File: src/core/rtfc_pkg.sv
// Constants, enums and carrier structs of the tag feature control.
// Assumes a Gen2 front end that decodes frames and checks CRC upstream.
package rtfc_pkg;

  localparam logic [7:0]  CW_WORD       = 8'h20;
  localparam logic [15:0] SEL_EPC_TID   = 16'h0203;
  localparam logic [15:0] SEL_BRAND     = 16'h0204;
  localparam logic [15:0] SEL_PSF       = 16'h020f;
  localparam int          B_SA_DIS      = 7;
  localparam int          B_BS_MAX      = 9;
  localparam int          B_PSF         = 15;
  localparam logic [15:0] UNTR_OP       = 16'he200;
  localparam logic [4:0]  RST_EPC_LEN   = 5'h06;
  localparam logic        RST_SA_DIS    = 1'b0;
  localparam logic        RST_BS_MAX    = 1'b1;
  localparam logic        RST_PSF       = 1'b0;
  localparam logic        RST_RANGE     = 1'b0;
  localparam logic [7:0]  EPC_FIRST     = 8'h02;
  localparam logic [7:0]  TID_HIDE_FROM = 8'h02;
  localparam logic [1:0]  TID_SOME      = 2'h1;
  localparam logic [1:0]  TID_ALL       = 2'h2;
  localparam logic [1:0]  FIELD_RFU     = 2'h3;
  localparam logic [1:0]  RNG_NORMAL    = 2'h0;
  localparam logic [1:0]  RNG_TOGGLE    = 2'h1;
  localparam logic [1:0]  RNG_REDUCED   = 2'h2;
  localparam int          ECC_W         = 22;

  typedef enum logic [1:0] {
    BANK_RES = 2'h0, BANK_EPC = 2'h1, BANK_TID = 2'h2, BANK_USER = 2'h3
  } rtfc_bank_e;

  typedef enum logic [2:0] {
    TS_READY = 3'h0, TS_ARB = 3'h1, TS_REPLY = 3'h2, TS_ACKD = 3'h3,
    TS_OPEN = 3'h4, TS_SECURED = 3'h5, TS_KILLED = 3'h6
  } rtfc_state_e;

  typedef enum logic [1:0] {
    RK_EPC = 2'h0, RK_BRAND = 2'h1, RK_EPC_TID = 2'h2
  } rtfc_reply_e;

  typedef enum logic [1:0] {
    CAP_LOW = 2'h0, CAP_MID = 2'h1, CAP_HIGH = 2'h2
  } rtfc_cap_e;

  typedef struct packed {
    logic valid; logic truncate; rtfc_bank_e bank;
    logic [15:0] pointer; logic [7:0] length; logic mask;
  } rtfc_sel_s;

  typedef struct packed {
    logic valid; rtfc_bank_e bank; logic lock; logic pwd; logic margin_ok;
  } rtfc_lock_s;

  typedef struct packed {
    logic valid; logic single; rtfc_bank_e bank; logic [7:0] addr; logic [15:0] data;
  } rtfc_wr_s;

  typedef struct packed {
    logic valid; logic [15:0] opcode; logic [1:0] rfu; logic u; logic [5:0] epc;
    logic [1:0] tid; logic user; logic [1:0] range; logic [15:0] handle;
  } rtfc_untr_s;

  typedef struct packed {
    logic valid; rtfc_bank_e bank; logic [7:0] addr; logic [ECC_W-1:0] code;
  } rtfc_rd_s;

endpackage

File: src/core/rtfc_top.sv
// Feature control of a Gen2v2 tag: memory safeguard, select features,
// self adjust, backscatter, pre-serialised EPC and Untraceable.
// Assumes all command pulses come decoded from logic on the same clock.
`timescale 1ns/1ps
`default_nettype none
// Contract
// - ECC fixes single, flags double errors
// - EPC check, fix, double flags; raw on double
// - User check, fix, double flags; raw on double
// - Lock on the EPC or User bank enables its ECC
// - Secured write to password-locked bank kills ECC
// - Lock checks margin except on TID, else error, no lock
// - Capacitance steps upward; disable forces centre
// - Brand select gives PC, EPC, brand, CRC
// - Brand code sent XORed with RN16
// - Brand select always matches, PC adjusted
// - Brand and EPC plus TID are exclusive
// - EPC plus TID select extends ACK reply
// - Flag select: only flagged tags reply
// - Max backscatter default; cleared bit reduces
// - Delivered EPC is TID with header zeroed
// - Untraceable frame field order and widths
// - Untraceable only in secured; state table
// - TID hide some, EPC length, U ignored
// - Hidden memory in open gives overrun
// - Range toggle reverts after power loss
// - Action select needs exact pointer, length, mask
// - Permanent bits toggle on single write one
// - Indicator bits are read only
module rtfc_top import rtfc_pkg::*; #(
  parameter logic [15:0] BRAND_CODE = 16'h5a3c // Arbitrary value
) (
  input  wire logic        clk,
  input  wire logic        rstn,
  input  wire rtfc_state_e tag_state,
  input  wire logic        epc_permalocked,
  input  wire rtfc_sel_s   sel,
  input  wire rtfc_lock_s  lock,
  input  wire rtfc_wr_s    wr,
  input  wire rtfc_untr_s  untr,
  input  wire rtfc_rd_s    rd,
  input  wire logic        ack_pulse,
  input  wire logic [15:0] rn16,
  input  wire logic [95:0] tid_rom,
  input  wire logic [10:0] pc_low,
  input  wire logic        sa_step,
  output logic      [15:0] conf_word,
  output logic             sel_done,
  output logic             sel_match,
  output logic             lock_done,
  output logic             lock_error,
  output logic             rd_valid,
  output logic      [15:0] rd_data,
  output logic             rd_overrun,
  output logic             reply_valid,
  output rtfc_reply_e      reply_kind,
  output logic      [15:0] pc_word,
  output logic      [15:0] brand_word,
  output logic             backscatter_max,
  output rtfc_cap_e        cap_sel,
  output logic             untr_done,
  output logic             state_valid,
  output rtfc_state_e      state_next,
  output logic             range_reduced,
  output logic      [95:0] preset_epc
);

  // Memory safeguard state
  logic [3:0]  locked_reg, locked_next;
  logic [3:0]  pwd_reg, pwd_next;
  logic [3:0]  ecc_on_reg, ecc_on_next;
  logic        epc_sgl_reg, epc_sgl_next;
  logic        epc_dbl_reg, epc_dbl_next;
  logic        usr_sgl_reg, usr_sgl_next;
  logic        usr_dbl_reg, usr_dbl_next;
  logic        lock_done_reg, lock_done_next;
  logic        lock_err_reg, lock_err_next;
  logic        rd_valid_reg, rd_valid_next;
  logic [15:0] rd_data_reg, rd_data_next;
  logic        rd_ovr_reg, rd_ovr_next;

  // Configuration, select and reply state
  logic        sa_dis_reg, sa_dis_next;
  logic        bs_max_reg, bs_max_next;
  logic        psf_reg, psf_next;
  logic        psf_filt_reg, psf_filt_next;
  rtfc_reply_e act_reg, act_next;
  logic        sel_done_reg, sel_done_next;
  logic        sel_match_reg, sel_match_next;
  logic        reply_valid_reg, reply_valid_next;
  rtfc_reply_e reply_kind_reg, reply_kind_next;
  logic [15:0] pc_word_reg, pc_word_next;
  logic [15:0] brand_word_reg, brand_word_next;
  logic [15:0] conf_reg, conf_next;
  logic [95:0] preset_reg, preset_next;

  // Untraceable state
  logic        untr_done_reg, untr_done_next;
  logic        st_valid_reg, st_valid_next;
  rtfc_state_e st_reg, st_next;
  logic [4:0]  epc_len_reg, epc_len_next;
  logic        epc_hide_reg, epc_hide_next;
  logic [1:0]  tid_hide_reg, tid_hide_next;
  logic        usr_hide_reg, usr_hide_next;
  logic        rng_perm_reg, rng_perm_next;
  logic        rng_tog_reg, rng_tog_next;
  logic        rng_red_reg, rng_red_next;

  logic        ecc_en;
  logic [15:0] dec_data;
  logic        dec_sgl;
  logic        dec_dbl;
  logic        hidden;
  logic        cw_wr;
  logic        act_sel;
  logic        untr_exec;
  rtfc_cap_e   cap;

  assign ecc_en = rd.valid && ecc_on_reg[rd.bank];

  rtfc_ecc u_ecc (
    .code   (rd.code),
    .en     (ecc_en),
    .data   (dec_data),
    .single (dec_sgl),
    .double (dec_dbl)
  );

  rtfc_self_adjust u_sa (
    .clk         (clk),
    .rstn        (rstn),
    .disable_adj (sa_dis_reg),
    .step        (sa_step),
    .cap         (cap)
  );

  // Hidden words only vanish in the open state
  always_comb begin
    hidden = 1'b0;
    if (tag_state == TS_OPEN) begin
      case (rd.bank)
        BANK_EPC:  hidden = epc_hide_reg && rd.addr >= EPC_FIRST + {3'h0, epc_len_reg};
        BANK_TID:  hidden = tid_hide_reg == TID_ALL ||
                            (tid_hide_reg == TID_SOME && rd.addr >= TID_HIDE_FROM);
        BANK_USER: hidden = usr_hide_reg;
        default:   hidden = 1'b0;
      endcase
    end
  end

  always_comb begin
    locked_next    = locked_reg;
    pwd_next       = pwd_reg;
    ecc_on_next    = ecc_on_reg;
    epc_sgl_next   = epc_sgl_reg;
    epc_dbl_next   = epc_dbl_reg;
    usr_sgl_next   = usr_sgl_reg;
    usr_dbl_next   = usr_dbl_reg;
    lock_done_next = 1'b0;
    lock_err_next  = 1'b0;
    rd_valid_next  = rd.valid;
    rd_data_next   = rd_data_reg;
    rd_ovr_next    = 1'b0;
    if (lock.valid) begin
      if (!lock.lock) begin
        locked_next[lock.bank] = 1'b0;
        ecc_on_next[lock.bank] = 1'b0;
        lock_done_next         = 1'b1;
      end else if (!lock.margin_ok && lock.bank != BANK_TID) begin
        lock_err_next = 1'b1;
      end else begin
        lock_done_next         = 1'b1;
        locked_next[lock.bank] = 1'b1;
        pwd_next[lock.bank]    = lock.pwd;
        // A relock without unlock leaves a disabled ECC off
        if (!locked_reg[lock.bank] &&
            (lock.bank == BANK_EPC || lock.bank == BANK_USER)) begin
          ecc_on_next[lock.bank] = 1'b1;
        end
      end
    end
    if (wr.valid && tag_state == TS_SECURED && locked_reg[wr.bank] && pwd_reg[wr.bank]) begin
      ecc_on_next[wr.bank] = 1'b0;
    end
    if (rd.valid) begin
      if (hidden) begin
        rd_ovr_next  = 1'b1;
        rd_data_next = 16'h0000;
      end else begin
        rd_data_next = dec_data;
      end
      if (rd.bank == BANK_EPC) begin
        epc_sgl_next = epc_sgl_reg | dec_sgl;
        epc_dbl_next = epc_dbl_reg | dec_dbl;
      end
      if (rd.bank == BANK_USER) begin
        usr_sgl_next = usr_sgl_reg | dec_sgl;
        usr_dbl_next = usr_dbl_reg | dec_dbl;
      end
    end
  end

  always_ff @(posedge clk or negedge rstn) begin
    if (!rstn) begin
      locked_reg    <= 4'h0;
      pwd_reg       <= 4'h0;
      ecc_on_reg    <= 4'h0;
      epc_sgl_reg   <= 1'b0;
      epc_dbl_reg   <= 1'b0;
      usr_sgl_reg   <= 1'b0;
      usr_dbl_reg   <= 1'b0;
      lock_done_reg <= 1'b0;
      lock_err_reg  <= 1'b0;
      rd_valid_reg  <= 1'b0;
      rd_data_reg   <= 16'h0000;
      rd_ovr_reg    <= 1'b0;
    end else begin
      locked_reg    <= locked_next;
      pwd_reg       <= pwd_next;
      ecc_on_reg    <= ecc_on_next;
      epc_sgl_reg   <= epc_sgl_next;
      epc_dbl_reg   <= epc_dbl_next;
      usr_sgl_reg   <= usr_sgl_next;
      usr_dbl_reg   <= usr_dbl_next;
      lock_done_reg <= lock_done_next;
      lock_err_reg  <= lock_err_next;
      rd_valid_reg  <= rd_valid_next;
      rd_data_reg   <= rd_data_next;
      rd_ovr_reg    <= rd_ovr_next;
    end
  end

  // Block writes never reach the permanent bits
  assign cw_wr = wr.valid && wr.single && wr.bank == BANK_EPC && wr.addr == CW_WORD &&
                 !epc_permalocked && (!locked_reg[BANK_EPC] || tag_state == TS_SECURED);
  assign act_sel = sel.valid && !sel.truncate && sel.bank == BANK_EPC &&
                   sel.length == 8'h01 && sel.mask;

  always_comb begin
    sa_dis_next      = sa_dis_reg;
    bs_max_next      = bs_max_reg;
    psf_next         = psf_reg;
    psf_filt_next    = psf_filt_reg;
    act_next         = act_reg;
    sel_done_next    = 1'b0;
    sel_match_next   = 1'b0;
    reply_valid_next = 1'b0;
    reply_kind_next  = reply_kind_reg;
    pc_word_next     = pc_word_reg;
    brand_word_next  = brand_word_reg;
    if (cw_wr) begin
      sa_dis_next = sa_dis_reg ^ wr.data[B_SA_DIS];
      bs_max_next = bs_max_reg ^ wr.data[B_BS_MAX];
      psf_next    = psf_reg ^ wr.data[B_PSF];
    end
    if (act_sel) begin
      case (sel.pointer)
        SEL_EPC_TID: begin
          act_next       = RK_EPC_TID;
          sel_done_next  = 1'b1;
          sel_match_next = 1'b1;
        end
        SEL_BRAND: begin
          act_next       = RK_BRAND;
          sel_done_next  = 1'b1;
          sel_match_next = 1'b1;
        end
        SEL_PSF: begin
          psf_filt_next  = 1'b1;
          sel_done_next  = 1'b1;
          sel_match_next = psf_reg;
        end
        default: sel_done_next = 1'b0;
      endcase
    end
    if (ack_pulse) begin
      reply_valid_next = !psf_filt_reg || psf_reg;
      reply_kind_next  = act_reg;
      brand_word_next  = BRAND_CODE ^ rn16;
      pc_word_next     = {epc_len_reg + {4'h0, act_reg == RK_BRAND}, pc_low};
    end
    // Indicators come from internal state only
    conf_next = {psf_reg, usr_dbl_reg, usr_sgl_reg, ecc_on_reg[BANK_USER], 2'h0,
                 bs_max_reg, 1'b0, sa_dis_reg, cap == CAP_LOW, cap == CAP_HIGH,
                 act_reg == RK_BRAND, act_reg == RK_EPC_TID,
                 epc_dbl_reg, epc_sgl_reg, ecc_on_reg[BANK_EPC]};
    preset_next = {tid_rom[95:64], 16'h0000, tid_rom[47:0]};
  end

  always_ff @(posedge clk or negedge rstn) begin
    if (!rstn) begin
      sa_dis_reg      <= RST_SA_DIS;
      bs_max_reg      <= RST_BS_MAX;
      psf_reg         <= RST_PSF;
      psf_filt_reg    <= 1'b0;
      act_reg         <= RK_EPC;
      sel_done_reg    <= 1'b0;
      sel_match_reg   <= 1'b0;
      reply_valid_reg <= 1'b0;
      reply_kind_reg  <= RK_EPC;
      pc_word_reg     <= 16'h0000;
      brand_word_reg  <= 16'h0000;
      conf_reg        <= 16'h0000;
      preset_reg      <= 96'h0;
    end else begin
      sa_dis_reg      <= sa_dis_next;
      bs_max_reg      <= bs_max_next;
      psf_reg         <= psf_next;
      psf_filt_reg    <= psf_filt_next;
      act_reg         <= act_next;
      sel_done_reg    <= sel_done_next;
      sel_match_reg   <= sel_match_next;
      reply_valid_reg <= reply_valid_next;
      reply_kind_reg  <= reply_kind_next;
      pc_word_reg     <= pc_word_next;
      brand_word_reg  <= brand_word_next;
      conf_reg        <= conf_next;
      preset_reg      <= preset_next;
    end
  end

  // RFU codes make the frame not executable
  assign untr_exec = untr.rfu == 2'h0 && untr.tid != FIELD_RFU && untr.range != FIELD_RFU;

  always_comb begin
    untr_done_next = 1'b0;
    st_valid_next  = 1'b0;
    st_next        = st_reg;
    epc_len_next   = epc_len_reg;
    epc_hide_next  = epc_hide_reg;
    tid_hide_next  = tid_hide_reg;
    usr_hide_next  = usr_hide_reg;
    rng_perm_next  = rng_perm_reg;
    rng_tog_next   = rng_tog_reg;
    if (untr.valid && untr.opcode == UNTR_OP) begin
      st_valid_next = 1'b1;
      case (tag_state)
        TS_ARB, TS_REPLY, TS_ACKD: st_next = TS_ARB;
        TS_SECURED: begin
          st_next = TS_SECURED;
          if (untr_exec) begin
            untr_done_next = 1'b1;
            epc_len_next   = untr.epc[4:0];
            epc_hide_next  = untr.epc[5];
            tid_hide_next  = untr.tid;
            usr_hide_next  = untr.user;
            case (untr.range)
              RNG_NORMAL: begin
                rng_perm_next = 1'b0;
                rng_tog_next  = 1'b0;
              end
              RNG_REDUCED: begin
                rng_perm_next = 1'b1;
                rng_tog_next  = 1'b0;
              end
              RNG_TOGGLE: rng_tog_next = ~rng_tog_reg;
              default:    rng_tog_next = rng_tog_reg;
            endcase
          end
        end
        default: st_next = tag_state;
      endcase
    end
    rng_red_next = rng_perm_next ^ rng_tog_next;
  end

  // Toggle is volatile so a power loss undoes it
  always_ff @(posedge clk or negedge rstn) begin
    if (!rstn) begin
      untr_done_reg <= 1'b0;
      st_valid_reg  <= 1'b0;
      st_reg        <= TS_READY;
      epc_len_reg   <= RST_EPC_LEN;
      epc_hide_reg  <= 1'b0;
      tid_hide_reg  <= 2'h0;
      usr_hide_reg  <= 1'b0;
      rng_perm_reg  <= RST_RANGE;
      rng_tog_reg   <= 1'b0;
      rng_red_reg   <= RST_RANGE;
    end else begin
      untr_done_reg <= untr_done_next;
      st_valid_reg  <= st_valid_next;
      st_reg        <= st_next;
      epc_len_reg   <= epc_len_next;
      epc_hide_reg  <= epc_hide_next;
      tid_hide_reg  <= tid_hide_next;
      usr_hide_reg  <= usr_hide_next;
      rng_perm_reg  <= rng_perm_next;
      rng_tog_reg   <= rng_tog_next;
      rng_red_reg   <= rng_red_next;
    end
  end

  assign conf_word       = conf_reg;
  assign sel_done        = sel_done_reg;
  assign sel_match       = sel_match_reg;
  assign lock_done       = lock_done_reg;
  assign lock_error      = lock_err_reg;
  assign rd_valid        = rd_valid_reg;
  assign rd_data         = rd_data_reg;
  assign rd_overrun      = rd_ovr_reg;
  assign reply_valid     = reply_valid_reg;
  assign reply_kind      = reply_kind_reg;
  assign pc_word         = pc_word_reg;
  assign brand_word      = brand_word_reg;
  assign backscatter_max = bs_max_reg;
  assign cap_sel         = cap;
  assign untr_done       = untr_done_reg;
  assign state_valid     = st_valid_reg;
  assign state_next      = st_reg;
  assign range_reduced   = rng_red_reg;
  assign preset_epc      = preset_reg;

endmodule
`default_nettype wire

File: src/core/rtfc_ecc.sv
// SECDED decoder for one 16-bit memory word (Hamming plus overall parity).
// Assumes bit 0 is overall parity and powers of two are check bits.
`timescale 1ns/1ps
`default_nettype none
module rtfc_ecc import rtfc_pkg::*; (
  input  wire logic [ECC_W-1:0] code,
  input  wire logic             en,
  output logic      [15:0]      data,
  output logic                  single,
  output logic                  double
);
  logic [4:0] syn;
  genvar k;
  generate
    for (k = 0; k < 5; k++) begin : g_syn
      always_comb begin
        syn[k] = 1'b0;
        for (int p = 1; p < ECC_W; p++) begin
          if (((p >> k) & 1) == 1) syn[k] = syn[k] ^ code[p];
        end
      end
    end
  endgenerate

  always_comb begin
    logic [ECC_W-1:0] fixed;
    int j;
    fixed  = code;
    j      = 0;
    single = 1'b0;
    double = 1'b0;
    data   = 16'h0000;
    if (en) begin
      if (syn != 5'h00 && (^code) && syn < 5'd22) begin
        single     = 1'b1;
        fixed[syn] = ~fixed[syn];
      end else if (syn != 5'h00) begin
        double = 1'b1; // Raw word goes out untouched
      end else if (^code) begin
        single = 1'b1;
      end
    end
    for (int p = 1; p < ECC_W; p++) begin
      if ((p & (p - 1)) != 0) begin
        data[j[3:0]] = fixed[p];
        j = j + 1;
      end
    end
  end
endmodule
`default_nettype wire

File: src/core/rtfc_self_adjust.sv
// Startup input capacitance stepper: low, then centre, then high.
// Assumes step pulses come from the analog front end on the same clock.
`timescale 1ns/1ps
`default_nettype none
module rtfc_self_adjust import rtfc_pkg::*; (
  input  wire logic      clk,
  input  wire logic      rstn,
  input  wire logic      disable_adj,
  input  wire logic      step,
  output rtfc_cap_e      cap
);
  rtfc_cap_e cap_reg;
  rtfc_cap_e cap_next;

  always_comb begin
    cap_next = cap_reg;
    if (disable_adj) begin
      cap_next = CAP_MID;
    end else if (step) begin
      case (cap_reg)
        CAP_LOW:  cap_next = CAP_MID;
        CAP_MID:  cap_next = CAP_HIGH;
        CAP_HIGH: cap_next = CAP_HIGH;
        default:  cap_next = CAP_LOW;
      endcase
    end
  end

  // Starts at the lowest value after every power up
  always_ff @(posedge clk or negedge rstn) begin
    if (!rstn) begin
      cap_reg <= CAP_LOW;
    end else begin
      cap_reg <= cap_next;
    end
  end

  assign cap = cap_reg;
endmodule
`default_nettype wire

File: config.mk
export PLATFORM = sky130hd
export DESIGN_NAME = rtfc_top
export DESIGN_NICKNAME = d
export VERILOG_FILES = /design/src/core/rtfc_pkg.sv /design/src/core/rtfc_top.sv /design/src/core/rtfc_ecc.sv /design/src/core/rtfc_self_adjust.sv
export SDC_FILE = /design/constraint.sdc
export NUM_CORES = 1
export LEC_CHECK = 0
export BUFFER_PORTS_ARGS = -buffer_cell sky130_fd_sc_hd__buf_4
export CAP_MARGIN = 10
export CORE_AREA = 4 4 174 176
export DETAILED_ROUTE_END_ITERATION = 7
export DIE_AREA = 0 0 178 180
export HOLD_SLACK_MARGIN = 0.02
export PLACE_DENSITY = 0.52
export SETUP_SLACK_MARGIN = 0.5
export SLEW_MARGIN = 10
export SYNTH_ARGS = -nofsm -noshare
export SYNTH_HDL_FRONTEND = slang
export SYNTH_SLANG_ARGS = --single-unit
export TNS_END_PERCENT = 100
File: constraint.sdc
create_clock -name clk -period 7.35 [get_ports clk]
set_input_delay 0.3675 -clock clk [delete_from_list [all_inputs] [get_ports clk]]
set_output_delay 0.3675 -clock clk [all_outputs]
set_load 0.05 [all_outputs]
; ---- After elaboration in Yosys (flattened, before gate mapping)
; Cells that the tools add are included.
[word_totals]
ff_bits = 191
inputBits = 274
[classes]
n_addsub = 2
n_lt_le_gt_ge = 10
n_eq_ne = 30
mux = 67
n_bitwise = 59
reduce_logical = 54
[op_table]
columns = op, n
row1 = $eq A16 B10 Y1 const B, 3
row2 = $mux W22, 2
row3 = $xor A1 B1 Y1, 44
row4 = $mux W1, 38
row5 = $mux W4, 7
row6 = $logic_and A1 B1 Y1, 25
row7 = $bwmux W22, 1
row8 = $reduce_xor A22 Y1, 1
row9 = $eq A16 B16 Y1 const B, 1
row10 = $eq A2 B1 Y1 const B, 8
row11 = $mux W16, 1
row12 = $eq A2 B2 Y1 const B, 7
row13 = $and A4 B4 Y4, 3
row14 = $reduce_and A2 Y1, 5
row15 = $lt A2 B3 Y1 const B, 3
row16 = $bmux W1 S2, 4
row17 = $eq A8 B1 Y1 const B, 1
row18 = $eq A8 B6 Y1 const B, 1
row19 = $ge A8 B2 Y1 const B, 1
row20 = $ge A8 B6 Y1, 1
row21 = $ne A2 B2 Y1 const B, 4
row22 = $not A4 Y4, 2
row23 = $not A8 Y8, 1
row24 = $or A4 B4 Y4, 2
row25 = 28 further kinds, 56

; ---- Depth between registers and ports, before layout
[depth]
ltp_word = 18
mapped_depth = 11
ltp_nobuf = 9

; ---- By module
; Synthesis repeated with hierarchy kept, for this count alone.
[unflattened]
hier_cells = 626
area_unflattened_um2 = 7991.4
[by_module_without_submodules]
columns = mod, n_inst, cells_each, area_per_inst_um2, seq_area_each_um2
row1 = rtfc_top, 1, 497, 6832.8, 4733.3
row2 = rtfc_ecc, 1, 119, 1059.8, 0.0
row3 = rtfc_self_adjust, 1, 10, 98.8, 50.0

; ---- Least setup slack after synthesis
; OpenSTA, ideal clock, no wires.
[synth_timing]
kind = reg-to-reg
from = reg epc_len_reg[2]
to = reg rd_data_reg[13] (netlist: rd_data[13])
setup_ns = 0.069
arrival_time_ns = 2.682
required_time_ns = 7.281
path_slack_ns = 4.598
stages_incl_launch_ff = 12
n_path_buf = 2
cell_sequence = dfstp_2 ha_1 nand3_1 ha_1 a2111oi_0 o22a_1 a31oi_1 clkbuf_1 nor2_1 clkbuf_1 o311ai_0 nand3_1
[synth_via]
elab_chain_len = 6
[synth_rtl]
columns = item, line_no
row1 = start: declaration, rtfc_top.sv:101  ; logic [4:0] epc_len_reg, epc_len_next;
row2 = start signal: assignment, rtfc_top.sv:384  ; epc_len_reg <= epc_len_next;
row3 = $add A2 B5 Y6, rtfc_top.sv:142  ; BANK_EPC: hidden = epc_hide_reg && rd.addr >= EPC_FIRST + {3'h0, epc_len_reg};
row4 = $ge A8 B6 Y1, rtfc_top.sv:142
row5 = $logic_and A1 B1 Y1, rtfc_top.sv:142
row6 = $pmux W1 S3, rtfc_top.sv:141  ; case (rd.bank)
row7 = $mux W1, rtfc_top.sv:140  ; if (tag_state == TS_OPEN) begin
row8 = $mux W16, rtfc_top.sv:186  ; if (hidden) begin
row9 = end signal: assignment, rtfc_top.sv:228  ; rd_data_reg <= rd_data_next;
row10 = end: declaration, rtfc_top.sv:79  ; logic [15:0] rd_data_reg, rd_data_next;
; No other way between the ends.
; A chain may end at the register's enable or synchronous reset.

; ---- Worst setup path in the final report
[layout_timing]
from = reg epc_len_reg[1]
to = reg rd_data_reg[9] (netlist: rd_data[9])
; The elaborated chain is that of the path after synthesis.

==> results.tsv <==
metric	value	unit
crit_arrival	4.06	ns
clock_sinks	191	
power.density	247.3	nW/um^2
peakVddDrop	0.1335	mV
status	finished, final reports clean	
globalRouteMet3Util	0.05798	
stdcell_count	1480	
path_clk_slew	0.08	ns
whs	0.04656	ns
wire_per_inst	17.63	um
gp_congestion	0.8125	
cp_max_fo	17	
yosys.area.top_type	dfrtp_1	
setup_violations	0	
finalSetupTns	0	ns
hp-class	input pin to flip-flop	
drt-total-wl	26.09	mm
num_vias	6576	
async_flop_share	1.000	
worstSetupPathType	flip-flop to flip-flop	
synth_warnings	0	
crit_path_start_kind	flip-flop	
yosys_most_used_dff	dfrtp_1	
die_y	180	um
synth_common_cells	dfrtp_1, nand2_1, mux2_2, inv_1, xnor2_1	
hold_end	preset_epc[29]$_DFF_PN0_	
drive_gt1_frac	0.4425	
synth.most_common_cell	dfrtp_1	
reg2regPathDepth	9	
core	28630	sq um
diodes	0	
r2r-end	rd_data[9]$_DFFE_PN0P_	
slew_violations	0	
end_kind	flip-flop	
synth_seq_area_share	0.5994	
holdPathStages	1	
grt_remaining_overflow	0	
synth-edff-count	0	
grt_usage	0.1601	
vias_per_cell	4.443	
synthCells	622	
slew_headroom	0.2430	
tritoncts	built	
clock_path_buffers	2	
initial_utilization	0.2788	
max_clock_freq	0.2700	GHz
ys_seq_elements	191	
finalPower	3.095	mW
syn2layout_area_growth	56.84	%
post-synth-top-area-fraction	0.5895	
met2_usage	0.2777	
fp.dieW	178	um
io_buffers	386	
rows	62	
htree_levels	4	
hp-start	tid_rom[29]	
dieArea	32040	sq um
dp.cells	1381	
synth_cell_types	69	
worstMarginPinSlew	1.131	ns
rsz0062_at_grt	false	
clock_latency	0.44	ns
syn_area_per_cell	12.83	sq um
final_hold_viol_count	0	
post-route-min-period	3.704	ns
largest_reg_flops	80	
cts_resized	0	
num-nets-final	1368	
grt_pass1_vias	7034	
grt_util_met1	0.1859	
grt_max_degree	75	
root_buffer	clkbuf_16	
numCtsBuffers	17	
skew	0.01614	ns
worstReg2RegStart	epc_len_reg[1]$_DFFE_PN1P_	
max_cap_violations	0	
fillers	2740	
drcViolationCount	0	
hpwl	20.03	mm
synth_area	7980	sq um
first_pass_iters	4	
grt_pass1_wl	40.10	mm
busiest_layer	met2	
drt_iter0_drc	253	
antenna_found_initial	0	
ioPinCount	452	
r2r_slack	3.65	ns
ys_top_cells_by_area	dfrtp_1, mux2_2, xnor2_1	
antenna_left	0	
p_leak	5.960	nW
worst_ep_required_time	7.70	ns
period_share	0.5040	
## kinds of logic (layout without fill, tap and decap cells)
logic type,after synthesis,after routing,synth area share
xor+xnor,50,50,0.07996
mux,56,56,0.07824
simple gates,164,164,0.1069
compound gates,85,85,0.07620
fa+ha+maj,12,12,0.01850
flops,191,191,0.5994
other cells,1,19,0.0004699
buf+inv,63,519,0.04029
## how the worst max path moves through the flow
stage                                          start                      end  slack (ns)  cells after the start
after floorplan           epc_len_reg[2]$_DFFE_PN1P_  rd_data[13]$_DFFE_PN0P_        4.60                     11
after global placement    epc_len_reg[2]$_DFFE_PN1P_  rd_data[11]$_DFFE_PN0P_        3.76                      9
after detailed placement  epc_len_reg[2]$_DFFE_PN1P_   rd_data[9]$_DFFE_PN0P_        3.67                      9
after CTS                 epc_len_reg[2]$_DFFE_PN1P_   rd_data[9]$_DFFE_PN0P_        3.65                      9
after global routing      epc_len_reg[2]$_DFFE_PN1P_  rd_data[11]$_DFFE_PN0P_        3.18                      9
final                     epc_len_reg[1]$_DFFE_PN1P_   rd_data[9]$_DFFE_PN0P_        3.65                      9
## layout by cell type (no fill, tap or decap), types with 5 or more instances in the layout
| cell type | instances |
|---|---|
| o211ai_1 | 11 |
| nand2b_1 | 6 |
| nor3_1 | 10 |
| mux2i_1 | 14 |
| nand4_1 | 12 |
| dfrtp_1 | 188 |
| buf_4 | 389 |
| nand2_1 | 49 |
| ha_1 | 11 |
| mux2_2 | 41 |
| dlygate4sd3_1 | 67 |
| o21ai_0 | 15 |
| inv_1 | 30 |
| nor2b_1 | 5 |
| nand3_1 | 22 |
| xnor2_1 | 25 |
| nor2_1 | 22 |
| a21oi_1 | 13 |
| xnor2_2 | 5 |
| xor2_1 | 9 |
| nor4_1 | 7 |
| o311ai_0 | 8 |
| nor4b_1 | 5 |
| clkbuf_16 | 17 |
| conb_1 | 19 |
| a31oi_1 | 6 |
## per-stage QoR
step                utilization  worst slack (ns)  area, sq um
floorplan                     -             4.598         8048
global placement         0.3931             3.761        11250
detailed placement       0.3931             3.671        11250
CTS                      0.4355             3.649        12470
global route             0.4372             3.183        12520
finish                   0.4372             3.646        12520
## power by group
group	total, mW	switching, mW	internal (mW)
Clock	0.936	0.475	0.461
Combinational	0.971	0.616	0.355
Sequential	1.19	0.0443	1.14
## critical path: stages, from the launching register on
cell	delay (ns)
dfstp_2	0.57
ha_1	0.20
nand3_1	0.10
ha_1	0.31
a2111oi_0	0.40
o22a_1	0.19
a31oi_1	0.36
nor2_1	1.00
o311ai_0	0.32
o211ai_1	0.17
## routing by layer
layer,vias up,routed length (um),part of all wire
met1,3218,9966,0.38
met4,0,475,0.018
li1,3089,-,-
met5,-,0,0
met3,25,2302,0.088
met2,244,13340,0.51
## layout make-up
class	instances	area [sq um]	share of cell area
inverter	30	112.6	0.008997
multi-input combinational	386	2943	0.2351
sequential	191	4783	0.3822
clock inverter	14	162.7	0.01300
timing repair buffer	457	3605	0.2880
tap	384	480.5	0.03839
clock buffer	18	429.2	0.03429
## repair_timing
action                    4_1_cts  5_1_grt
setup buffers                   0        0
hold buffers                   62        5
hold endpoints to repair      133        5
(Power assumes the default switching activity.)
